`src/inc/radio_status_pkg.sv`:
```
package radio_status_pkg;

  // ==========================================================================
  // address map
  localparam int          ADDR_W              = 6;
  localparam int          DATA_W              = 8;
  localparam logic [5:0]  OFS_WAKE_TIMER_HIGH = 6'h36;
  localparam logic [5:0]  OFS_WAKE_TIMER_LOW  = 6'h37;
  localparam logic [5:0]  OFS_PACKET_STATUS   = 6'h38;
  localparam logic [5:0]  OFS_SYNTH_CAL       = 6'h39;
  localparam logic [5:0]  OFS_TX_FILL_LEVEL   = 6'h3a;
  localparam logic [5:0]  OFS_RX_FILL_LEVEL   = 6'h3b;
  localparam logic [5:0]  OFS_OSC_CAL_A       = 6'h3c;
  localparam logic [5:0]  OFS_OSC_CAL_B       = 6'h3d;

  // ==========================================================================
  // field positions
  localparam int          POS_CRC_OK          = 7;
  localparam int          POS_CARRIER_SENSE   = 6;
  localparam int          POS_PREAMBLE_MET    = 5;
  localparam int          POS_CHANNEL_CLEAR   = 4;
  localparam int          POS_SYNC_FOUND      = 3;
  localparam int          POS_PIN2            = 2;
  localparam int          POS_PIN0            = 0;
  localparam int          POS_QUEUE_FLAG      = 7;
  localparam int          COUNT_W             = 7;
  localparam int          OSC_CAL_W           = 7;
  localparam int          TIMER_W             = 16;
  localparam int          SYNC_STAGES         = 2;

  // ==========================================================================
  // reset values
  localparam logic [7:0]  RST_BYTE            = 8'h00;
  localparam logic [6:0]  RST_OSC_CAL         = 7'h00;
  localparam logic [15:0] RST_TIMER           = 16'h0000;
  localparam logic        RST_FLAG            = 1'b0;

  // ==========================================================================
  // sync-found tracker states
  typedef enum logic [0:0] {
    SF_IDLE  = 1'b0,
    SF_FOUND = 1'b1
  } sync_state_t;

endpackage

```
`src/hdl/level_sync.sv`:
```
`timescale 1ns/1ps
module level_sync #(
  parameter int WIDTH = 1
) (
  input  wire logic             i_sys_clk,
  input  wire logic             i_sys_rst,
  input  wire logic [WIDTH-1:0] i_async,
  output logic      [WIDTH-1:0] o_sync
);

  // ==========================================================================
  // two-stage synchroniser, one per bit; first stage feeds only the second
  logic [WIDTH-1:0] meta;

  genvar g;
  generate
    for (g = 0; g < WIDTH; g = g + 1) begin : gen_bit
      always_ff @(posedge i_sys_clk) begin
        if (i_sys_rst) begin
          meta[g]   <= radio_status_pkg::RST_FLAG;
          o_sync[g] <= radio_status_pkg::RST_FLAG;
        end else begin
          meta[g]   <= i_async[g];
          o_sync[g] <= meta[g];
        end
      end
    end
  endgenerate

endmodule

```
`src/hdl/sync_found_tracker.sv`:
```
`timescale 1ns/1ps
module sync_found_tracker (
  input  wire logic i_sys_clk,
  input  wire logic i_sys_rst,
  input  wire logic i_tx_active,
  input  wire logic i_sync_detected,
  input  wire logic i_packet_end,
  input  wire logic i_addr_reject,
  input  wire logic i_rx_overflow_enter,
  input  wire logic i_tx_underflow_enter,
  output logic      o_sync_found
);

  // ==========================================================================
  // flag state machine
  radio_status_pkg::sync_state_t state;
  radio_status_pkg::sync_state_t next_state;
  logic                          drop;

  always_comb begin
    drop = i_packet_end;
    drop = drop | (~i_tx_active & (i_addr_reject | i_rx_overflow_enter));
    drop = drop | (i_tx_active & i_tx_underflow_enter);
  end

  // a new sync word in the same cycle as a drop wins, so no packet start is lost
  always_comb begin
    case (state)
      radio_status_pkg::SF_IDLE: begin
        next_state = i_sync_detected ? radio_status_pkg::SF_FOUND
                                     : radio_status_pkg::SF_IDLE;
      end
      radio_status_pkg::SF_FOUND: begin
        if (i_sync_detected) begin
          next_state = radio_status_pkg::SF_FOUND;
        end else if (drop) begin
          next_state = radio_status_pkg::SF_IDLE;
        end else begin
          next_state = radio_status_pkg::SF_FOUND;
        end
      end
      default: begin
        next_state = radio_status_pkg::SF_IDLE;
      end
    endcase
  end

  always_ff @(posedge i_sys_clk) begin
    if (i_sys_rst) begin
      state <= radio_status_pkg::SF_IDLE;
    end else begin
      state <= next_state;
    end
  end

  assign o_sync_found = (state == radio_status_pkg::SF_FOUND);

endmodule

```
`src/hdl/radio_status_register_bank.sv`:
```
`timescale 1ns/1ps
module radio_status_register_bank (
  input  wire logic        i_sys_clk,
  input  wire logic        i_sys_rst,
  // register access from the serial port decoder
  input  wire logic        i_rd_en,
  input  wire logic [5:0]  i_rd_addr,
  input  wire logic        i_wr_en,
  input  wire logic [5:0]  i_wr_addr,
  input  wire logic [7:0]  i_wr_data,
  // wake timer
  input  wire logic [15:0] i_wake_timer,
  // packet engine events, one-cycle pulses, plus the transmit-active level
  input  wire logic        i_crc_done,
  input  wire logic        i_crc_match,
  input  wire logic        i_rx_start,
  input  wire logic        i_sync_detected,
  input  wire logic        i_packet_end,
  input  wire logic        i_addr_reject,
  input  wire logic        i_rx_overflow_enter,
  input  wire logic        i_tx_underflow_enter,
  input  wire logic        i_tx_active,
  // asynchronous live levels
  input  wire logic        i_carrier_sense,
  input  wire logic        i_preamble_quality_met,
  input  wire logic        i_channel_clear,
  input  wire logic        i_general_out_pin_2,
  input  wire logic        i_general_out_pin_0,
  // calibration and queue state
  input  wire logic [7:0]  i_synth_cal,
  input  wire logic [6:0]  i_tx_byte_count,
  input  wire logic        i_tx_queue_underrun,
  input  wire logic [6:0]  i_rx_byte_count,
  input  wire logic        i_rx_queue_overrun,
  input  wire logic        i_osc_cal_done,
  input  wire logic [6:0]  i_osc_cal_a,
  input  wire logic [6:0]  i_osc_cal_b,
  // answers
  output logic [7:0]       o_rd_data,
  output logic             o_rd_valid,
  output logic             o_wr_ignored,
  output logic             o_crc_ok,
  output logic             o_sync_found
);

  // ==========================================================================
  // decode helper, used by the read and the write path
  function automatic logic is_mapped(input logic [5:0] addr);
    logic hit;
    hit = 1'b0;
    case (addr)
      radio_status_pkg::OFS_WAKE_TIMER_HIGH,
      radio_status_pkg::OFS_WAKE_TIMER_LOW,
      radio_status_pkg::OFS_PACKET_STATUS,
      radio_status_pkg::OFS_SYNTH_CAL,
      radio_status_pkg::OFS_TX_FILL_LEVEL,
      radio_status_pkg::OFS_RX_FILL_LEVEL,
      radio_status_pkg::OFS_OSC_CAL_A,
      radio_status_pkg::OFS_OSC_CAL_B: begin
        hit = 1'b1;
      end
      default: begin
        hit = 1'b0;
      end
    endcase
    return hit;
  endfunction

  // ==========================================================================
  // synchronised live levels
  logic [4:0] live_async;
  logic [4:0] live_sync;
  logic       carrier_sense_s;
  logic       preamble_met_s;
  logic       channel_clear_s;
  logic       pin2_s;
  logic       pin0_s;

  assign live_async = {i_carrier_sense, i_preamble_quality_met, i_channel_clear,
                       i_general_out_pin_2, i_general_out_pin_0};

  level_sync #(
    .WIDTH (5)
  ) u_live_sync (
    .i_sys_clk (i_sys_clk),
    .i_sys_rst (i_sys_rst),
    .i_async   (live_async),
    .o_sync    (live_sync)
  );

  assign carrier_sense_s = live_sync[4];
  assign preamble_met_s  = live_sync[3];
  assign channel_clear_s = live_sync[2];
  assign pin2_s          = live_sync[1];
  assign pin0_s          = live_sync[0];

  // ==========================================================================
  // sync word flag
  logic sync_found;

  sync_found_tracker u_sync_found (
    .i_sys_clk            (i_sys_clk),
    .i_sys_rst            (i_sys_rst),
    .i_tx_active          (i_tx_active),
    .i_sync_detected      (i_sync_detected),
    .i_packet_end         (i_packet_end),
    .i_addr_reject        (i_addr_reject),
    .i_rx_overflow_enter  (i_rx_overflow_enter),
    .i_tx_underflow_enter (i_tx_underflow_enter),
    .o_sync_found         (sync_found)
  );

  // ==========================================================================
  // crc result flag
  logic crc_ok;
  logic crc_set;
  logic crc_clear;

  // a failed check also clears, so the bit always describes the latest packet
  assign crc_set   = i_crc_done & i_crc_match;
  assign crc_clear = i_crc_done | i_rx_start;

  // a matching result in the cycle of a receiver restart wins over the clear
  always_ff @(posedge i_sys_clk) begin
    if (i_sys_rst) begin
      crc_ok <= radio_status_pkg::RST_FLAG;
    end else if (crc_set) begin
      crc_ok <= 1'b1;
    end else if (crc_clear) begin
      crc_ok <= 1'b0;
    end
  end

  // ==========================================================================
  // sampled status values
  logic [15:0] wake_timer;
  logic [7:0]  synth_cal;
  logic [6:0]  tx_count;
  logic        tx_underrun;
  logic [6:0]  rx_count;
  logic        rx_overrun;

  always_ff @(posedge i_sys_clk) begin
    if (i_sys_rst) begin
      wake_timer <= radio_status_pkg::RST_TIMER;
    end else begin
      wake_timer <= i_wake_timer;
    end
  end

  always_ff @(posedge i_sys_clk) begin
    if (i_sys_rst) begin
      synth_cal <= radio_status_pkg::RST_BYTE;
    end else begin
      synth_cal <= i_synth_cal;
    end
  end

  always_ff @(posedge i_sys_clk) begin
    if (i_sys_rst) begin
      tx_count    <= radio_status_pkg::RST_OSC_CAL;
      tx_underrun <= radio_status_pkg::RST_FLAG;
    end else begin
      tx_count    <= i_tx_byte_count;
      tx_underrun <= i_tx_queue_underrun;
    end
  end

  always_ff @(posedge i_sys_clk) begin
    if (i_sys_rst) begin
      rx_count    <= radio_status_pkg::RST_OSC_CAL;
      rx_overrun  <= radio_status_pkg::RST_FLAG;
    end else begin
      rx_count    <= i_rx_byte_count;
      rx_overrun  <= i_rx_queue_overrun;
    end
  end

  // ==========================================================================
  // oscillator calibration results
  logic [6:0] osc_cal_a;
  logic [6:0] osc_cal_b;

  // held between runs; a run that never finishes leaves the old pair intact
  always_ff @(posedge i_sys_clk) begin
    if (i_sys_rst) begin
      osc_cal_a <= radio_status_pkg::RST_OSC_CAL;
      osc_cal_b <= radio_status_pkg::RST_OSC_CAL;
    end else if (i_osc_cal_done) begin
      osc_cal_a <= i_osc_cal_a;
      osc_cal_b <= i_osc_cal_b;
    end
  end

  // ==========================================================================
  // packet status byte
  logic [7:0] packet_status;

  // pin bits carry the synchronised pin levels as they arrive; a host polling for lock
  // through them may see glitches
  always_comb begin
    packet_status                                     = radio_status_pkg::RST_BYTE;
    packet_status[radio_status_pkg::POS_CRC_OK]        = crc_ok;
    packet_status[radio_status_pkg::POS_CARRIER_SENSE] = carrier_sense_s;
    packet_status[radio_status_pkg::POS_PREAMBLE_MET]  = preamble_met_s;
    packet_status[radio_status_pkg::POS_CHANNEL_CLEAR] = channel_clear_s;
    packet_status[radio_status_pkg::POS_SYNC_FOUND]    = sync_found;
    packet_status[radio_status_pkg::POS_PIN2]          = pin2_s;
    packet_status[radio_status_pkg::POS_PIN0]          = pin0_s;
  end

  // ==========================================================================
  // read multiplexer
  logic [7:0] next_rd_data;

  always_comb begin
    next_rd_data = radio_status_pkg::RST_BYTE;
    case (i_rd_addr)
      radio_status_pkg::OFS_WAKE_TIMER_HIGH: begin
        next_rd_data = wake_timer[15:8];
      end
      radio_status_pkg::OFS_WAKE_TIMER_LOW: begin
        next_rd_data = wake_timer[7:0];
      end
      radio_status_pkg::OFS_PACKET_STATUS: begin
        next_rd_data = packet_status;
      end
      radio_status_pkg::OFS_SYNTH_CAL: begin
        next_rd_data = synth_cal;
      end
      radio_status_pkg::OFS_TX_FILL_LEVEL: begin
        next_rd_data = {tx_underrun, tx_count};
      end
      radio_status_pkg::OFS_RX_FILL_LEVEL: begin
        next_rd_data = {rx_overrun, rx_count};
      end
      radio_status_pkg::OFS_OSC_CAL_A: begin
        next_rd_data = {1'b0, osc_cal_a};
      end
      radio_status_pkg::OFS_OSC_CAL_B: begin
        next_rd_data = {1'b0, osc_cal_b};
      end
      default: begin
        next_rd_data = radio_status_pkg::RST_BYTE;
      end
    endcase
    if (!is_mapped(i_rd_addr)) begin
      next_rd_data = radio_status_pkg::RST_BYTE;
    end
  end

  always_ff @(posedge i_sys_clk) begin
    if (i_sys_rst) begin
      o_rd_valid <= radio_status_pkg::RST_FLAG;
    end else begin
      o_rd_valid <= i_rd_en;
    end
  end

  // read data holds between reads so a late pick-up by the host still works
  always_ff @(posedge i_sys_clk) begin
    if (i_sys_rst) begin
      o_rd_data <= radio_status_pkg::RST_BYTE;
    end else if (i_rd_en) begin
      o_rd_data <= next_rd_data;
    end
  end

  // ==========================================================================
  // write path: everything here is read only, writes to a mapped offset only raise a notice
  logic       wr_hit;
  logic [7:0] wr_data_unused;

  assign wr_hit         = i_wr_en & is_mapped(i_wr_addr);
  assign wr_data_unused = i_wr_data;

  always_ff @(posedge i_sys_clk) begin
    if (i_sys_rst) begin
      o_wr_ignored <= radio_status_pkg::RST_FLAG;
    end else begin
      o_wr_ignored <= wr_hit;
    end
  end

  // ==========================================================================
  // flag copies for the rest of the chip
  // one cycle behind the status byte; a poll and a copy may differ for a cycle
  always_ff @(posedge i_sys_clk) begin
    if (i_sys_rst) begin
      o_crc_ok <= radio_status_pkg::RST_FLAG;
    end else begin
      o_crc_ok <= crc_ok;
    end
  end

  always_ff @(posedge i_sys_clk) begin
    if (i_sys_rst) begin
      o_sync_found <= radio_status_pkg::RST_FLAG;
    end else begin
      o_sync_found <= sync_found;
    end
  end

endmodule

```
`config.mk`:
```
export PLATFORM = sky130hd
export DESIGN_NAME = radio_status_register_bank
export DESIGN_NICKNAME = d
export VERILOG_FILES = /design/src/inc/radio_status_pkg.sv /design/src/hdl/level_sync.sv /design/src/hdl/sync_found_tracker.sv /design/src/hdl/radio_status_register_bank.sv
export SDC_FILE = /design/constraint.sdc
export NUM_CORES = 1
export LEC_CHECK = 0
export BUFFER_PORTS_ARGS = -buffer_cell sky130_fd_sc_hd__clkbuf_2
export CORE_ASPECT_RATIO = 1.5
export CORE_MARGIN = 1.5
export CORE_UTILIZATION = 52
export DETAILED_ROUTE_END_ITERATION = 10
export GPL_TIMING_DRIVEN = 0
export PLACE_DENSITY = 0.83
export SYNTH_ARGS = -nofsm -noshare
export SYNTH_HDL_FRONTEND = slang
export SYNTH_HIERARCHICAL = 1
export SYNTH_SLANG_ARGS = --single-unit
export TNS_END_PERCENT = 5
```
`constraint.sdc`:
```
create_clock -name i_sys_clk -period 2.8 [get_ports i_sys_clk]
set_clock_uncertainty 0.1 [all_clocks]
set_input_delay 0.28 -clock i_sys_clk [delete_from_list [all_inputs] [get_ports i_sys_clk]]
set_output_delay 0.28 -clock i_sys_clk [all_outputs]
set_load 0.05 [all_outputs]
```
==> metrics <==
setup_tns 0 ps; total chip power 0.00244 W; Layout area overhead 27.9%; Core Area 5200 sq um; gpl congestion 0.808; Hold Crit Class input port to register; register clock-pin slew on the reported worst setup and hold paths 70 ps; Slew @ Worst Pin 856 ps; setup slack at placement 896 ps; worst skew pair latency 350 ps; IO Port Bufs a little over 90; drt first pass iters 4; Mapped Area approximately 2900 sq um; Initial DRC Count 74; Synth top area share 0.547; Final Max Tran Viols 0; Crit Path Class input port to register; initial antenna violation count 0; layout net count 448; vias in the first global route between 2000 and 2500; Synth Instances 252; pwr dens 669 nW/um^2; # clock sinks 78; WL final 6230 um; Root Driver clkbuf_8; Max VDD drop 0.477 mV; DR vias roughly 2200; largest area contributor in the netlist dfxtp_1; synth warn 6; hold_buf cts 0; final setup vio count 0; crit share post-route 0.551; CTS tree built; Req. time, crit path 2930 ps; Hold Slack 37.3 ps; syn avg cell area 11.3 sq um; Final Cell Area 3650 sq um; Ant. Diodes 0; crit start category input port; grt ovf 0; All-Layer GR Usage 0.229; Seq pwr share 0.482; area of the multi-input gates between 1000 and 1500 sq um; Sw Pwr between 0.0004 and 0.0005 W; Reg area approximately 1600 sq um; Starting Density 0.549; Rows 32; commonest non-fill, non-tap cell in the layout clkbuf_2; Num CTS Buffers 9; reg2reg setup slack 1380 ps; post-CTS sizing 0; crit end category register; fin crit period 1540 ps; Clock power frac 0.431; first-pass GRT wire length 10000 um; Post-route DRC 0; internal power 0.00195 W; full die area 5950 sq um; min setup slack post-route approximately 1300 ps; most frequent cells in the layout clkbuf_2, dfxtp_1, nor2b_1, mux2i_1, nor2_1; Die H approximately 94 um; CTS H-tree depth 3; switching share of power 0.202; layout cells sized above 1 0.340; FMAX 0.648 GHz; filler instances 400; outcome finished clean; Comb pwr share 0.086; total setup buffers inserted after CTS 0; Die X-Extent 63.5 um; wire length per cell 14.6 um; syn nets around 350; IO Count between 100 and 150; Worst Path Max Fanout 10; Static Leak 1.66 nW; Final Hold Fails 0; dpl hpwl 4540 um; top post-synthesis cells by area dfxtp_1, nor2b_1, mux2i_1; Routed Antenna Nets 0; max_slew headroom 0.425; Crit path arrival time about 1700 ps; max-cap violations 0; register area share after synthesis 0.547; Cell variety after synth 33; Longest Clk Path Bufs 2; largest net degree at the start of global routing 13; RSZ-0062 raised after global routing false; #FFs+latches synth 78; DP Area 3400 sq um; Via density between 5 and 6
cells in the mapped netlist:
cell type and instances:
nand2_1 9, a21oi_1 2, mux4_2 6, buf_2 4, a22o_1 7, nand4_1 1, or4_1 1, inv_1 1
clkbuf_1 9, nor4bb_1 2, mux2i_1 27, nor3_1 2, and4bb_2 1, nand3_1 1, a211o_1 1, buf_1 1
a21oi_2 1, and4b_1 4, o21ai_0 3, nor2_1 17, xor2_1 2, o221ai_1 6, nand4bb_1 1, nor3_2 2
buf_4 2, or3_1 1, nand4b_1 2, nor3b_1 1, mux4_1 1, nand2_2 1, nor2b_1 54, nand2b_1 1
dfxtp_1 78
state kept, by name, summed over array words and instances, names as in the netlist, 5 cells and up:
| register | flops |
|---|---|
| rx_count | 7 |
| osc_cal_b | 7 |
| u_live_sync/o_sync | 5 |
| synth_cal | 8 |
| o_rd_data | 8 |
| osc_cal_a | 7 |
| tx_count | 7 |
| u_live_sync/meta | 5 |
| wake_timer | 16 |
layout make-up:
class | count | area share
Sequential cell | 78 | 0.428
Multi-Input combinational cell | 157 | 0.333
Clock inverter | 4 | 0.0329
Tap cell | 68 | 0.0233
Buffer | 16 | 0.0199
Clock buffer | 11 | 0.0360
Timing Repair Buffer | 92 | 0.126
Inverter | 1 | 0.00103
stage by stage:
stage,util,instances
2_1_floorplan,-,252
3_3_place_gp,0.653,412
3_5_place_dp,0.653,412
4_1_cts,0.702,427
5_1_grt,0.702,427
6_report,0.702,427
per-layer routing:
| metal | vias up | track usage | wire length, um |
|---|---|---|---|
| li1 | 1074 | - | - |
| met4 | 0 | 0.125 | 180 |
| met2 | 73 | 0.431 | 3440 |
| met5 | - | 0 | 0 |
| met1 | 1033 | 0.223 | 2300 |
| met3 | 11 | 0.0624 | 311 |
cells by family after synthesis:
logic type,after synthesis,synth area share
mux,34,0.151
simple gates,101,0.214
flops,78,0.547
buf+inv,17,0.0267
xor+xnor,2,0.00614
compound gates,20,0.0548
path summary, 6_finish.rpt:
check                       from                     to  cells after the start
min           i_rx_byte_count[0]            rx_count[0]                      2
min reg2reg  u_live_sync/meta[3]  u_live_sync/o_sync[3]                      1
max                 i_rd_addr[0]           o_rd_data[2]                      6
max reg2reg          rx_count[6]           o_rd_data[6]                      4
worst max-delay path, stage by stage:
cell and delay [ps]:
buf_4 180, buf_4 210, buf_2 330, mux2i_1 300, o221ai_1 160, a22o_1 210
power groups by stage:
stage	clock network (W)	logic, W	registers (W)
6_report	0.00105	0.000211	0.00118
2_1_floorplan	0	0.000115	0.00121
3_3_place_gp	0	0.000207	0.00120
3_5_place_dp	0	0.000211	0.00120
4_1_cts	0.00107	0.000214	0.00118
5_1_grt	0.00112	0.000232	0.00118
No activity file was read; power rests on OpenSTA's default activity.
